File: src/soft_power_pkg.sv
`default_nettype none
package soft_power_pkg;

  // ----------------------------------------------------------------
  // Register indices and byte addresses
  // ----------------------------------------------------------------
  localparam int         ADDR_W        = 10;
  localparam logic [7:0] STATUS_IDX    = 8'hB3;
  localparam logic [7:0] DELAY_IDX     = 8'hB8;
  localparam logic [7:0] CONTROL_IDX   = 8'hB9;
  localparam logic [7:0] STATE_IDX     = 8'hBA;
  localparam logic [9:0] STATUS_ADDR   = {STATUS_IDX, 2'h0};
  localparam logic [9:0] DELAY_ADDR    = {DELAY_IDX, 2'h0};
  localparam logic [9:0] CONTROL_ADDR  = {CONTROL_IDX, 2'h0};
  localparam logic [9:0] STATE_ADDR    = {STATE_IDX, 2'h0};

  // ----------------------------------------------------------------
  // Field positions, masks and reset values
  // ----------------------------------------------------------------
  localparam int         REG_W         = 8;
  localparam int         ST_FIRST_SERIAL_RECEIVE_LINE       = 0;
  localparam int         ST_SECOND_SERIAL_RECEIVE_LINE       = 1;
  localparam int         ST_BUTTON     = 2;
  localparam int         ST_RING       = 3;
  localparam int         ST_IR         = 5;
  localparam logic [7:0] STATUS_MASK   = 8'h2F;
  localparam logic [7:0] STATUS_RST    = 8'h00;
  localparam int         CODE_W        = 6;
  localparam logic [7:0] DELAY_MASK    = 8'h3F;
  localparam logic [7:0] DELAY_RST     = 8'h00;
  localparam int         CTL_RING_EN   = 3;
  localparam int         CTL_IR_EN     = 5;
  localparam int         CTL_POWEROFF_DELAY_OPTION   = 6;
  localparam int         CTL_OFF_EN    = 7;
  localparam logic [7:0] CONTROL_MASK  = 8'hE8;
  localparam logic [7:0] CONTROL_RST   = 8'h80;
  localparam int         SR_POWER_ON   = 0;
  localparam int         SR_TIMER_BUSY = 1;

  // ----------------------------------------------------------------
  // Bus codes
  // ----------------------------------------------------------------
  localparam logic [1:0] HRESP_OKAY    = 2'h0;

  // ----------------------------------------------------------------
  // Timing
  // ----------------------------------------------------------------
  localparam int HALF_SEC_MS     = 500;
  localparam int CLK_KHZ         = 250000;
  localparam int HALF_SEC_CYCLES = HALF_SEC_MS * CLK_KHZ;
  localparam int PRESCALE_W      = 27;

  typedef enum logic [1:0] {
    POWER_OFF,
    POWER_ON,
    POWER_DELAY
  } power_state_t;

endpackage : soft_power_pkg
`default_nettype wire

File: src/soft_power_wake_status_delay.sv
// Chosen here: the AHB-Lite register port.
`timescale 1ns/1ps
`default_nettype none

// Functional notes
// - Status bit set means event since clear
// - Bit 0 latches first receive line fall
// - Bit 1 latches second receive line fall
// - Bit 3 latches ring; enabled ring powers on
// - Bit 5 latches infrared; enabled powers on
// - Bit 2 latches button press, read clears
// - Button status never drives power control
// - Off delay programmable 500 ms to 32 s
// - Delay equals (code plus one) half seconds
// - Delay never short, at most 10 ms long
// - Timer starts on enable, option and button while on
// - Delay register resets to 500 ms code
// - Button power-off enable, default enabled
// - Enables gate ring and infrared power-on
module soft_power_wake_status_delay
  import soft_power_pkg::*;
#(
  parameter int HALF_SEC_CYC = HALF_SEC_CYCLES
) (
  // Clock, reset, enable
  input  wire logic        hclk,
  input  wire logic        hresetn,
  input  wire logic        clk_en,
  // AHB-Lite slave
  input  wire logic        hsel,
  input  wire logic [31:0] haddr,
  input  wire logic [1:0]  htrans,
  input  wire logic        hwrite,
  input  wire logic [2:0]  hsize,
  input  wire logic [31:0] hwdata,
  input  wire logic        hready,
  output logic             hreadyout,
  output logic             hresp,
  output logic      [31:0] hrdata,
  // Wake sources
  input  wire logic        first_serial_receive_line,
  input  wire logic        second_serial_receive_line,
  input  wire logic        ring_indicate_input_n,
  input  wire logic        consumer_infrared,
  input  wire logic        power_button_n,
  // Power control
  output logic             system_power_request_n
);

  // ----------------------------------------------------------------
  // State
  // ----------------------------------------------------------------
  typedef struct packed {
    logic              hreadyout;
    logic              hresp;
    logic [31:0]       hrdata;
    logic              wr_pend;
    logic [ADDR_W-1:0] wr_addr;
    logic              rd_pend;
    logic [ADDR_W-1:0] rd_addr;
    logic [REG_W-1:0]  delay;
    logic [REG_W-1:0]  control;
    power_state_t      power;
    logic              request_n;
  } main_state_t;

  localparam main_state_t RESET_STATE = '{
    hreadyout: 1'b1,
    hresp:     1'b0,
    hrdata:    32'h0000_0000,
    wr_pend:   1'b0,
    wr_addr:   '0,
    rd_pend:   1'b0,
    rd_addr:   '0,
    delay:     DELAY_RST,
    control:   CONTROL_RST,
    power:     POWER_OFF,
    request_n: 1'b1
  };

  main_state_t s;
  main_state_t next_s;

  logic [REG_W-1:0]  event_level;
  logic [REG_W-1:0]  event_rise;
  logic [REG_W-1:0]  status;
  logic              status_clear;
  logic              timer_start;
  logic              timer_abort;
  logic              timer_busy;
  logic              timer_expired;
  logic              accept;
  logic              button_press;
  logic              wake_request;
  logic              off_en;
  logic              poweroff_delay_option;
  logic              power_is_on;
  logic              power_in_delay;
  logic              press_off;
  logic [REG_W-1:0]  read_byte;

  // ----------------------------------------------------------------
  // Register read decode
  // ----------------------------------------------------------------
  // Reserved bits are masked in one place for reads and writes
  function automatic logic [REG_W-1:0] reg_mask(
    input logic [ADDR_W-1:0] addr
  );
    logic [REG_W-1:0] m;
    m = '0;
    unique case (addr)
      STATUS_ADDR:  m = STATUS_MASK;
      DELAY_ADDR:   m = DELAY_MASK;
      CONTROL_ADDR: m = CONTROL_MASK;
      STATE_ADDR: begin
        m[SR_POWER_ON]   = 1'b1;
        m[SR_TIMER_BUSY] = 1'b1;
      end
      default:      m = '0;
    endcase
    return m;
  endfunction : reg_mask

  function automatic logic [REG_W-1:0] read_value(
    input logic [ADDR_W-1:0] addr,
    input logic [REG_W-1:0]  st,
    input main_state_t       cur,
    input logic              busy
  );
    logic [REG_W-1:0] v;
    v = '0;
    unique case (addr)
      STATUS_ADDR:  v = st & STATUS_MASK;
      DELAY_ADDR:   v = cur.delay & DELAY_MASK;
      CONTROL_ADDR: v = cur.control & CONTROL_MASK;
      STATE_ADDR: begin
        v[SR_POWER_ON]   = ~cur.request_n;
        v[SR_TIMER_BUSY] = busy;
      end
      default:      v = '0;
    endcase
    return v & reg_mask(addr);
  endfunction : read_value

  function automatic logic is_addr(
    input logic [ADDR_W-1:0] addr,
    input logic [ADDR_W-1:0] target
  );
    return addr == target;
  endfunction : is_addr

  // ----------------------------------------------------------------
  // Wake event sources
  // ----------------------------------------------------------------
  // Each source is presented as an active-high level, so a rise on
  // the level marks the documented edge of the pin.
  always_comb begin
    event_level            = '0;
    event_level[ST_FIRST_SERIAL_RECEIVE_LINE]   = ~first_serial_receive_line;
    event_level[ST_SECOND_SERIAL_RECEIVE_LINE]   = ~second_serial_receive_line;
    event_level[ST_BUTTON] = ~power_button_n;
    event_level[ST_RING]   = ~ring_indicate_input_n;
    event_level[ST_IR]     = consumer_infrared;
  end

  // ----------------------------------------------------------------
  // Wake event latches
  // ----------------------------------------------------------------
  // Read clear lands in the data phase of a status read
  assign status_clear = s.rd_pend & is_addr(s.rd_addr, STATUS_ADDR);

  event_latch_bank u_latch (
    .hclk        (hclk),
    .hresetn     (hresetn),
    .clk_en      (clk_en),
    .event_level (event_level),
    .clear_req   (status_clear),
    .event_rise  (event_rise),
    .status      (status)
  );

  // ----------------------------------------------------------------
  // Power control terms
  // ----------------------------------------------------------------
  // Power paths use raw edges, never the latched button status
  assign button_press = event_rise[ST_BUTTON];
  assign off_en       = s.control[CTL_OFF_EN];
  assign poweroff_delay_option      = s.control[CTL_POWEROFF_DELAY_OPTION];

  assign wake_request =
    (event_rise[ST_RING] & s.control[CTL_RING_EN]) |
    (event_rise[ST_IR]   & s.control[CTL_IR_EN]);

  // ----------------------------------------------------------------
  // Power-off delay timer
  // ----------------------------------------------------------------
  // Abort keeps a disabled button from turning power off late
  assign timer_start = power_is_on & press_off & poweroff_delay_option;
  assign timer_abort = power_in_delay & ~off_en;

  poweroff_delay_timer #(
    .HALF_SEC_CYC (HALF_SEC_CYC)
  ) u_timer (
    .hclk    (hclk),
    .hresetn (hresetn),
    .clk_en  (clk_en),
    .start   (timer_start),
    .abort   (timer_abort),
    .code    (s.delay[CODE_W-1:0]),
    .busy    (timer_busy),
    .expired (timer_expired)
  );

  // ----------------------------------------------------------------
  // Bus address phase
  // ----------------------------------------------------------------
  // Taken only while ready, so a wait state never drops a request
  assign accept = hsel & hready & htrans[1];

  // ----------------------------------------------------------------
  // Register read data
  // ----------------------------------------------------------------
  // Status is sampled before its clear lands, so no event is lost
  assign read_byte = read_value(s.rd_addr, status, s, timer_busy);

  // ----------------------------------------------------------------
  // Power state decode
  // ----------------------------------------------------------------
  assign power_is_on    = (s.power == POWER_ON);
  assign power_in_delay = (s.power == POWER_DELAY);
  assign press_off      = button_press & off_en;

  // ----------------------------------------------------------------
  // Next state
  // ----------------------------------------------------------------
  always_comb begin
    next_s       = s;
    next_s.hresp = HRESP_OKAY[0];

    // --------------------------------------------------------------
    // Write data phase: hwdata is valid now
    // --------------------------------------------------------------
    if (s.wr_pend) begin
      next_s.wr_pend = 1'b0;
      unique case (s.wr_addr)
        DELAY_ADDR: begin
          next_s.delay = hwdata[REG_W-1:0] & reg_mask(s.wr_addr);
        end
        CONTROL_ADDR: begin
          next_s.control = hwdata[REG_W-1:0] & reg_mask(s.wr_addr);
        end
        default: begin
          next_s.wr_pend = 1'b0;
        end
      endcase
    end

    // --------------------------------------------------------------
    // Read data phase: one wait state so a write just before lands
    // --------------------------------------------------------------
    if (s.rd_pend) begin
      next_s.rd_pend   = 1'b0;
      next_s.hreadyout = 1'b1;
      next_s.hrdata    = {24'h00_0000, read_byte};
    end

    // --------------------------------------------------------------
    // New address phase
    // --------------------------------------------------------------
    if (accept) begin
      if (hwrite) begin
        next_s.wr_pend = 1'b1;
        next_s.wr_addr = haddr[ADDR_W-1:0];
      end else begin
        next_s.rd_pend   = 1'b1;
        next_s.rd_addr   = haddr[ADDR_W-1:0];
        next_s.hreadyout = 1'b0;
      end
    end

    // --------------------------------------------------------------
    // Soft power sequencing
    // --------------------------------------------------------------
    unique case (s.power)
      POWER_OFF: begin
        if (wake_request | button_press) begin
          next_s.power = POWER_ON;
        end
      end
      POWER_ON: begin
        if (press_off) begin
          if (poweroff_delay_option) begin
            next_s.power = POWER_DELAY;
          end else begin
            next_s.power = POWER_OFF;
          end
        end
      end
      POWER_DELAY: begin
        // Presses here are ignored; the code was latched at start
        if (~off_en) begin
          next_s.power = POWER_ON;
        end else if (timer_expired) begin
          next_s.power = POWER_OFF;
        end
      end
      default: begin
        next_s.power = POWER_OFF;
      end
    endcase

    // --------------------------------------------------------------
    // Request stays asserted through the delay
    // --------------------------------------------------------------
    next_s.request_n = (next_s.power == POWER_OFF);
  end

  // ----------------------------------------------------------------
  // State register
  // ----------------------------------------------------------------
  // Clock enable low freezes the bus and the power state alike
  always_ff @(posedge hclk or negedge hresetn) begin
    if (!hresetn) begin
      s <= RESET_STATE;
    end else if (clk_en) begin
      s <= next_s;
    end
  end

  // ----------------------------------------------------------------
  // Outputs
  // ----------------------------------------------------------------
  assign hreadyout              = s.hreadyout;
  assign hresp                  = s.hresp;
  assign hrdata                 = s.hrdata;
  assign system_power_request_n = s.request_n;

  // Only whole-word transfers are used; size is not decoded
  logic unused_ok;
  assign unused_ok = ^{hsize, haddr[31:ADDR_W], htrans[0],
                       hwdata[31:REG_W]};

endmodule : soft_power_wake_status_delay
`default_nettype wire

File: src/event_latch_bank.sv
`timescale 1ns/1ps
`default_nettype none
module event_latch_bank
  import soft_power_pkg::*;
(
  // Clock and reset
  input  wire logic             hclk,
  input  wire logic             hresetn,
  input  wire logic             clk_en,
  // Events
  input  wire logic [REG_W-1:0] event_level,
  input  wire logic             clear_req,
  output logic      [REG_W-1:0] event_rise,
  output logic      [REG_W-1:0] status
);

  typedef struct packed {
    logic [REG_W-1:0] prev;
    logic [REG_W-1:0] flag;
  } latch_state_t;

  latch_state_t s;
  latch_state_t next_s;

  // ----------------------------------------------------------------
  // Edge detect per source
  // ----------------------------------------------------------------
  genvar g;
  generate
    for (g = 0; g < REG_W; g++) begin : g_edge
      assign event_rise[g] = event_level[g] & ~s.prev[g];
    end
  endgenerate

  assign status = s.flag & STATUS_MASK;

  // New event beats a read clear in the same cycle
  always_comb begin
    next_s      = s;
    next_s.prev = event_level;
    next_s.flag = event_rise | (s.flag & {REG_W{~clear_req}});
  end

  always_ff @(posedge hclk or negedge hresetn) begin
    if (!hresetn) begin
      s <= '{prev: '0, flag: STATUS_RST};
    end else if (clk_en) begin
      s <= next_s;
    end
  end

endmodule : event_latch_bank
`default_nettype wire

File: src/poweroff_delay_timer.sv
`timescale 1ns/1ps
`default_nettype none
module poweroff_delay_timer
  import soft_power_pkg::*;
#(
  parameter int HALF_SEC_CYC = HALF_SEC_CYCLES
) (
  // Clock and reset
  input  wire logic              hclk,
  input  wire logic              hresetn,
  input  wire logic              clk_en,
  // Control
  input  wire logic              start,
  input  wire logic              abort,
  input  wire logic [CODE_W-1:0] code,
  output logic                   busy,
  output logic                   expired
);

  localparam logic [PRESCALE_W-1:0] PRESCALE_LAST =
    PRESCALE_W'(HALF_SEC_CYC - 1);

  typedef struct packed {
    logic                  busy;
    logic                  expired;
    logic [PRESCALE_W-1:0] prescale;
    logic [CODE_W-1:0]     ticks;
    logic [CODE_W-1:0]     code;
  } timer_state_t;

  timer_state_t s;
  timer_state_t next_s;

  assign busy    = s.busy;
  assign expired = s.expired;

  // Code is held at start so a rewrite cannot stretch a running delay
  always_comb begin
    next_s         = s;
    next_s.expired = 1'b0;
    if (abort) begin
      next_s.busy = 1'b0;
    end else if (s.busy) begin
      if (s.prescale == PRESCALE_LAST) begin
        next_s.prescale = '0;
        if (s.ticks == s.code) begin
          next_s.busy    = 1'b0;
          next_s.expired = 1'b1;
        end else begin
          next_s.ticks = s.ticks + CODE_W'(1);
        end
      end else begin
        next_s.prescale = s.prescale + PRESCALE_W'(1);
      end
    end else if (start) begin
      next_s.busy     = 1'b1;
      next_s.prescale = '0;
      next_s.ticks    = '0;
      next_s.code     = code;
    end
  end

  always_ff @(posedge hclk or negedge hresetn) begin
    if (!hresetn) begin
      s <= '0;
    end else if (clk_en) begin
      s <= next_s;
    end
  end

endmodule : poweroff_delay_timer
`default_nettype wire

File: config.mk
export PLATFORM = sky130hd
export DESIGN_NAME = soft_power_wake_status_delay
export DESIGN_NICKNAME = d
export VERILOG_FILES = /design/src/soft_power_pkg.sv /design/src/soft_power_wake_status_delay.sv /design/src/event_latch_bank.sv /design/src/poweroff_delay_timer.sv
export SDC_FILE = /design/constraint.sdc
export NUM_CORES = 1
export LEC_CHECK = 0
export BUFFER_PORTS_ARGS = -buffer_cell sky130_fd_sc_hd__buf_2
export CAP_MARGIN = 20
export CELL_PAD_IN_SITES_DETAIL_PLACEMENT = 0
export CELL_PAD_IN_SITES_GLOBAL_PLACEMENT = 2
export CORE_ASPECT_RATIO = 1.25
export CORE_UTILIZATION = 37
export DETAILED_ROUTE_END_ITERATION = 16
export PLACE_DENSITY = 0.86
export SKIP_LAST_GASP = 1
export SYNTH_ARGS = -nofsm -noshare
export SYNTH_HDL_FRONTEND = slang
export SYNTH_SLANG_ARGS = --single-unit
File: constraint.sdc
create_clock -name hclk -period 3.03 [get_ports hclk]
set_input_delay 0.4545 -clock hclk [delete_from_list [all_inputs] [get_ports hclk]]
set_output_delay 0.4545 -clock hclk [all_outputs]
set_load 0.05 [all_outputs]
### Word level (Yosys, flattened, before mapping)

Index checks and enable logic that the tools add are counted.

* word-level logic and storage cells: 120
* input bits: 80
* register bits after elaboration: 102

* add/sub/neg operators: 2
* eq/ne operators: 14
* bitwise logic cells: 36
* muxes and demuxes: 38
* reduce and logical (&&, ||, !) cells: 13

Operators by type and width (number)
* equality test 10 bit (second input constant): 8
* 2-to-1 mux 40 bit: 1
* 2-to-1 mux 39 bit: 1
* case mux 6 bit (3 select lines): 2
* 2-to-1 mux 33 bit: 1
* 2-to-1 mux 6 bit: 5
* adder 27 x 1 -> 27 bit (second input constant): 1
* equality test 27 bit (second input constant): 1
* 2-to-1 mux 27 bit: 1
* 2-to-1 mux 2 bit: 13
* bitwise AND 8 bit: 3
* 2-to-1 mux 11 bit: 2
* 2-to-1 mux 22 bit: 1
* NOT 1 bit: 15
* AND reduction 3 bit: 5
* bitwise AND 1 bit: 14
* case mux 2 bit (3 select lines): 2
* 2-to-1 mux 4 bit: 2
* OR 6 x 8 -> 8 bit: 1
* 2-to-1 mux 1 bit: 7
* adder 6 x 1 -> 6 bit (second input constant): 1
* bitwise AND 6 bit: 1
* equality test 6 bit: 1
* OR reduction 3 bit: 2
* other kinds (9): 12

### Logic depth before layout (Yosys ltp)

Gate-level depths: netlist (run 1).

* depth after elaboration: 8
* gate-level depth with buffers: 8

### Hierarchy

Synthesis (run 1) repeated with hierarchy kept, for this count alone.

* cells, all modules: 501
* area, all modules: 5301.3 sq um

By module, submodules not included
* poweroff_delay_timer: times used 1, area each 2437.3 sq um, cells each 262, sequential area each 1026.0 sq um
* soft_power_wake_status_delay: times used 1, area each 2250.9 sq um, cells each 194, sequential area each 1104.8 sq um
* event_latch_bank: times used 1, area each 613.1 sq um, cells each 45, sequential area each 325.3 sq um

### Worst setup path before layout (run 1)

Ideal clock, no wire load.

* path kind: register to register
* start point: reg u_timer.s[21] in the netlist's numbering
* end point: reg u_timer.s[6] in the netlist's numbering
* stages on the path, launching flop included: 7
* arrival: 1.818 ns
* clock period less this slack: 1.943 ns
* setup time: 0.125 ns
* path buffers: 1
* slack: 1.087 ns
* path through: dfrtp_1 -> nor4b_2 -> nand4_1 -> o31ai_4 -> and3_1 -> buf_4 -> mux2_4

* word-level cells in the longest chain between the ends: 3

RTL lines
* start, declared: RTL line poweroff_delay_timer.sv:31 `timer_state_t s;`
* start signal, assigned: RTL line poweroff_delay_timer.sv:67 `s <= next_s;`
* equality test 27 bit: RTL line poweroff_delay_timer.sv:44 `if (s.prescale == PRESCALE_LAST) begin`
* inequality test 2 bit (no source line)
* AND reduction 5 bit (no source line)

Every way passes these cells.
A chain may end at the register's enable or synchronous reset.

### Worst setup path in the final report (run 1)

* start point: reg s[2] in the netlist's numbering
* end point: reg u_timer.s[25] in the netlist's numbering

* word-level cells in the longest chain between the ends: 5
* elaborated cells between the ends (all ways): 8
* those cells by class: eq/ne: 2; bitwise: 4; reduce/logical: 2

RTL lines
* start, declared: RTL line soft_power_wake_status_delay.sv:81 `main_state_t s;`
* start signal, assigned: RTL line soft_power_wake_status_delay.sv:326 `s <= next_s;`
* equality test 2 x 1 -> 1 bit: RTL line soft_power_wake_status_delay.sv:229 `assign power_is_on = (s.power == POWER_ON);`
* bitwise AND 1 bit (2 in a row): RTL line soft_power_wake_status_delay.sv:198 `assign timer_start = power_is_on & press_off & poweroff_delay_option;`
* nonzero test 2 bit (no source line)
* AND reduction 3 bit (no source line) (*)

Mark *: on every way between the ends. The rest lies on a longest branch, timed or not.

==> metrics.cfg, run 1 <==
[outcome]
status = completed

[timing]
max_slew_margin_pct = 40.95
worst_slew_pin_slew_ps = 885.8
fmax_ghz = 0.4283
finalHoldWorstSlack_ps = 131.6
min_period_over_period_pct = 77.06
period_minus_slack_ps = 2335
skew_ps = 6.672
finalSetupTns_ps = 0
finalSetupViolations = 0
final_hold_viol_count = 0
rsz0062_at_grt = false
maxSlewViolCount = 0

[grt]
grt_overflow_total = 0
grt_pass1_wl_mm = 17.02
antenna_found_initial = 0
grt_pass1_vias = 3398
grt_max_degree = 51
track_usage_pct = 15.85

[setup_path]
cp.arrival_ps = 2600
startpoint = s[2]
reg2reg_slack_ps = 700
path_max_fanout = 13
path_class = register to register
r2r_start = s[2]
r2r_cells = 6
cp-end-kind = register
timing.critical_path.to = u_timer.s[25]
r2r-end = u_timer.s[25]
crit_required_ps = 3300
worst_setup_path_start_kind = register

[finish]
final_cell_area_mm2 = 0.005458
layout-drive-gt1-share_pct = 23.89
layout_common_cells = dfrtp_1 (92), buf_2 (38), mux2_2 (34)
fillers = 1240
final_common_cell = dfrtp_1
nNetsFinal = 571
area_delta_synth_final_pct = 11.02
final_util_pct = 42.52
antennaDiodeCount = 0

[synth]
synth_cell_types = 62
netlist_instances = 461
ys_ff_latch = 95
synthMuxAreaShare_pct = 10.33
synthAdderAreaFrac_pct = 0.5090
synth_compound_area_share_pct = 10.72
synth_top_family_by_area = simple AND/OR/NAND/NOR gates
synth_seq_area_share_pct = 48.43
synth.avg_cell_area_um2 = 10.66
ys_async_sr_fraction_pct = 100.0
synth-xor-area-share_pct = 2.851
yosys.area_share.simple_pct = 18.48
synth_warnings = 0
synth_edf_count = 0
synth_ff_type = dfrtp_1
netlist_area_mm2 = 0.004916

[cts]
clock_sinks = 95
insertion_delay_ps = 340
clockBufferDepth = 2
cts_inserted_buffers = 9
clk_pin_slew_ps = 70
hold_buffers = 0
ctsResizeCount = 0
cts_tree = yes
clock_tree.root_cell = clkbuf_16
h-tree-depth = 3
postCtsSetupBuffers = 0

[pwr]
pwr-share-seq_pct = 48.1
p_int_w = 0.002183
max-vdd-ir-drop_mv = 0.3547
power_w = 0.002937
leakage_nw = 2.440
p_switching_w = 0.0007544
netSwitchingFraction_pct = 25.68
clkPwrFrac_pct = 42.0
p_comb_share_pct = 9.8
p_per_area_mw_per_mm2 = 538.2

[detailed_routing]
routedWlPerCell_um = 15.62
drt_wl_total_mm = 10.34
drtAntennaViolNets = 0
vias = 3486
via_per_inst = 5.266
drt_iter0_markers = 206
first_pass_iters = 4
remaining_drc_errors = 0

[place]
gp_congestion = 0.7771
port_buffers = 39
dpl.hpwl_mm = 7.334
placed_area_mm2 = 0.005135

[hold_path]
hp-class = input pin to async pin

[floorplanning]
core_area_mm2 = 0.01283
rows = 46
dieArea_mm2 = 0.01375
fp.dieW_um = 105.1
io_pins = 115
die_h_um = 130.9
start_util_pct = 38.30

[run]
drv_cap = 0

[per-stage QoR]
stage	instances	setup slack, ps
2_1_floorplan	485	1087
3_3_place_gp	646	607.3
3_5_place_dp	646	607.7
4_1_cts	662	686.2
5_1_grt	662	556.0
6_report	662	695.2
[per-layer routing]
metal	vias to the layer above	share of wire [%]	global-route usage, %
met3	12	2.5	3.373
met1	1737	45	19.73
li1	1685	-	-
met2	52	52	27.54
met4	0	1.3	5.302
met5	-	0	0
[Yosys cell counts (all sizes together) (3+ instances only)]
cell type | n | area (um^2)
or4 | 8 | 63.81
nor3b | 6 | 45.04
a22o | 3 | 26.28
and3 | 8 | 50.05
inv | 19 | 71.32
nor4 | 6 | 43.79
nand2 | 30 | 112.6
and4 | 3 | 26.28
nand3 | 16 | 80.08
dfrtp | 92 | 2302
o2bb2ai | 4 | 41.29
and2 | 5 | 31.28
a31oi | 16 | 100.1
dfstp | 3 | 78.83
xor2 | 13 | 113.9
mux2 | 41 | 488.0
and4b | 3 | 30.03
o21ai | 23 | 115.1
xnor2 | 3 | 26.28
o211ai | 4 | 30.03
a21oi | 8 | 43.79
clkbuf | 13 | 48.80
buf | 41 | 302.8
a22oi | 3 | 22.52
nor2b | 3 | 18.77
nand4 | 24 | 150.1
or3 | 4 | 25.02
nor2 | 24 | 97.59
nor3 | 4 | 30.03
[worst min path at each step]
| stage | slack (ps) | start | end | cells after the start |
|---|---|---|---|---|
| 6_report | 130 | hresetn | u_timer.s[17] | 1 |
| 5_1_grt | 170 | hresetn | u_timer.s[19] | 1 |
| 4_1_cts | 150 | hresetn | u_timer.s[37] | 1 |
| 3_5_place_dp | 430 | u_latch.s[8] | u_latch.status[0] | 1 |
| 3_3_place_gp | 420 | u_latch.s[9] | u_latch.status[1] | 1 |
| 2_1_floorplan | 160 | hresetn | hrdata[0] | 0 |
[power groups by stage]
stage | logic, W | registers (W) | clock network, W
after floorplan | 0.000210 | 0.00145 | 0
after global placement | 0.000286 | 0.00144 | 0
after detailed placement | 0.000293 | 0.00144 | 0
after CTS | 0.000293 | 0.00142 | 0.00126
after global routing | 0.000314 | 0.00143 | 0.00131
final | 0.000289 | 0.00141 | 0.00123
[flip-flops by register name, summed over array words and instances (netlist names)]
signal                  flops
poweroff_delay_option       1
hreadyout                   1
u_timer.expired             1
hrdata                      8
u_latch.status              5
s                          32
u_latch.s                   5
u_timer.s                  39
u_timer.busy                1
system_power_request_n      1
off_en                      1
[cells by family after synthesis]
logic type / after synthesis
AO/OA/AOI/OAI: 77
multiplexers: 43
flip-flops: 95
AND/OR/NAND/NOR: 154
buffers and inverters: 73
XOR/XNOR: 16
adder cells (fa/ha/maj): 2
other: 1
[critical path, stage by stage (launching register included)]
cell and delay, ps:
dfrtp_1 430, or4b_4 590, o2bb2ai_2 400, buf_4 290
nand3_1 110, or3_1 310, a21oi_1 140
[layout make-up]
class	count	area (um^2)	share of cell area, %
flip-flops and latches	95	2381	43.63
multi-input cells	317	2202	40.35
repair buffers	47	270.3	4.952
clock buffers	10	229.0	4.195
well taps	168	210.2	3.851
clock inverters	6	93.84	1.719
inverters	19	71.32	1.307
(Power assumes the default switching activity.)
==> run 2, diff against run 1 <==
--- a/config.mk
+++ b/config.mk
@@ -10,9 +10,9 @@
 export CELL_PAD_IN_SITES_DETAIL_PLACEMENT = 0
 export CELL_PAD_IN_SITES_GLOBAL_PLACEMENT = 2
 export CORE_ASPECT_RATIO = 1.25
-export CORE_UTILIZATION = 37
+export CORE_UTILIZATION = 34
 export DETAILED_ROUTE_END_ITERATION = 16
-export PLACE_DENSITY = 0.86
+export PLACE_DENSITY = 0.8
 export SKIP_LAST_GASP = 1
 export SYNTH_ARGS = -nofsm -noshare
 export SYNTH_HDL_FRONTEND = slang
==> constraint.sdc (replaced) <==
create_clock -name hclk -period 2.4 [get_ports hclk]
set_input_delay 0.36 -clock hclk [delete_from_list [all_inputs] [get_ports hclk]]
set_output_delay 0.36 -clock hclk [all_outputs]
set_load 0.05 [all_outputs]
==> run 2 against run 1 <==
  * Wire length rose by 3.2%
  * Flip-flop and latch count did not move
  * Critical path depth fell by 1
  * Global-route usage barely moved
  * Clock power rose by 25%
  * Design area rose by 1.4%
  * Sequential power rose by 27%
  * First-iteration DRC count fell by 5.3%
  * Core utilization fell by 2.8 points
  * Register-to-register slack got worse by 360 ps
  * Critical path type unchanged
  * Critical endpoint is now u_timer.s[6]
  * Largest cell class unchanged
==> metrics.cfg, run 2 (synthesis gave the netlist of run 1 again) <==
[setup_path]
worst_setup_path_start_kind = register
crit_required_ps = 2630
cp-end-kind = register
cp_cell_sequence = nor3b_1 > nand4_1 > o31ai_4 > and3_1 > mux2_4
cp.arrival_ps = 2300
cp_slowest_cell = dfrtp_1
path_max_fanout = 7
slowest_delay_ps = 450
path_class = register to register

[pwr]
p_per_area_mw_per_mm2 = 666.9
leakage_nw = 2.498
max-vdd-ir-drop_mv = 0.4089

[place]
port_buffers = 39
gp_congestion = 0.7499
dpl.hpwl_mm = 7.779
dp_slack_ps = 354.1
placed_area_mm2 = 0.005204

[detailed_routing]
drt_wl_total_mm = 10.67
remaining_drc_errors = 0
first_pass_iters = 4
routedWlPerCell_um = 15.74
vias = 3542
via_per_inst = 5.224
drt_iter0_markers = 195
drtAntennaViolNets = 0

[timing]
skew_ps = 7.890
final_hold_viol_count = 0
finalSetupViolations = 0
fmax_ghz = 0.4840
finalSetupTns_ps = 0
period_minus_slack_ps = 2066
rsz0062_at_grt = false
maxSlewViolCount = 0
max_slew_margin_pct = 45.10
worst_slew_pin_slew_ps = 823.5
min_period_over_period_pct = 86.08
setup_ws_ps = 334.1

[floorplanning]
fp.dieW_um = 109.6
rows = 48
start_util_pct = 35.28
dieArea_mm2 = 0.01495
die_h_um = 136.4
io_pins = 115
core_area_mm2 = 0.01393

[finish]
antennaDiodeCount = 0
max_flop_register = u_timer.s
multi_input_area_mm2 = 0.002202
area_delta_synth_final_pct = 12.62
nNetsFinal = 580
final_cell_area_mm2 = 0.005537
layout.area.seq_mm2 = 0.002381
layout_common_cells = dfrtp_1 (92), buf_2 (38), mux2_2 (34)
final_common_cell = dfrtp_1
largest_reg_flops = 39
final_util_pct = 39.74
layout-drive-gt1-share_pct = 25.25
fillers = 1399

[cts]
clockBufferDepth = 2
cts_tree = yes
cts_inserted_buffers = 9
clk_pin_slew_ps = 70
clock_sinks = 95
ctsResizeCount = 0
clock_tree.root_cell = clkbuf_16
h-tree-depth = 3
postCtsSetupBuffers = 0
insertion_delay_ps = 340

[grt]
grt_pass1_vias = 3744
track_usage_pct = 15.80
grt_max_degree = 46
grt_overflow_total = 0
antenna_found_initial = 0
grt_pass1_wl_mm = 18.34

[hold_path]
hp-class = input pin to register

[run]
drv_cap = 0

[outcome]
status = completed

==> run 2: changes by cell type in the layout (fill, tap and decap cells not counted) <==
cell,change
clkinv_4,+1
clkbuf_1,-1
inv_6,+1
buf_4,+8
bufinv_16,-1
clkinv_8,+1
dlygate4sd3_1,+1
inv_8,+2
clkinvlp_4,-3
==> run 2: final timing paths <==
| kind | startpoint | endpoint | slack (ps) | cells after the start |
|---|---|---|---|---|
| worst min register to register | u_latch.s[9] | u_latch.status[1] | 450 | 1 |
| worst max-delay path | u_timer.s[19] | u_timer.s[6] | 330 | 5 |
| min in group asynchronous | hresetn | u_timer.s[13] | 460 | 2 |
| max in group asynchronous | hresetn | hreadyout | 1210 | 3 |
| worst min-delay path | ring_indicate_input_n | u_latch.s[11] | 200 | 2 |
| worst max register to register | u_timer.s[19] | u_timer.s[6] | 330 | 5 |
==> run 2: metal layers <==
| layer | track usage [%] | part of all wire (%) | up-vias |
|---|---|---|---|
| met3 | 2.685 | 2.5 | 10 |
| met4 | 6.296 | 1.2 | 0 |
| met5 | 0 | 0 | - |
| li1 | - | - | 1699 |
| met1 | 19.31 | 44 | 1767 |
| met2 | 27.36 | 52 | 66 |
==> run 2: report_power, final <==
group	switching, W	internal (W)	total (W)
Clock	0.000691	0.000845	0.00154
Sequential	0.0000784	0.00171	0.00179
Combinational	0.000240	0.000127	0.000367
Total	0.00101	0.00268	0.00369
==> run 2: what timing repair did <==
item	in CTS	in global routing
hold buffers	1	0
endpoints found under the hold margin	18	0
endpoints found under the setup margin	0	0
==> run 2: worst max-delay path: cells and delay by family (launching register included) <==
kind | cells | cell delay, ps
AND/OR/NAND/NOR | 3 | 810
flip-flops | 1 | 450
AO/OA/AOI/OAI | 1 | 400
multiplexers | 1 | 300
==> run 2: area by class of cell <==
cell class | instances | share of cell area, %
Clock buffer | 9 | 4.068
Multi-Input combinational cell | 317 | 39.77
Timing Repair Buffer | 56 | 6.147
Sequential cell | 95 | 43.01
Tap cell | 175 | 3.955
Clock inverter | 7 | 1.763
Inverter | 19 | 1.288
==> run 2: stage by stage <==
step | power, W | cells | hold slack [ps]
CTS | 0.003748 | 678 | 184.9
floorplan | 0.002095 | 485 | 64.41
global placement | 0.002176 | 661 | 280.8
finish | 0.003692 | 678 | 201.0
global route | 0.003859 | 678 | 216.4
detailed placement | 0.002190 | 661 | 286.3
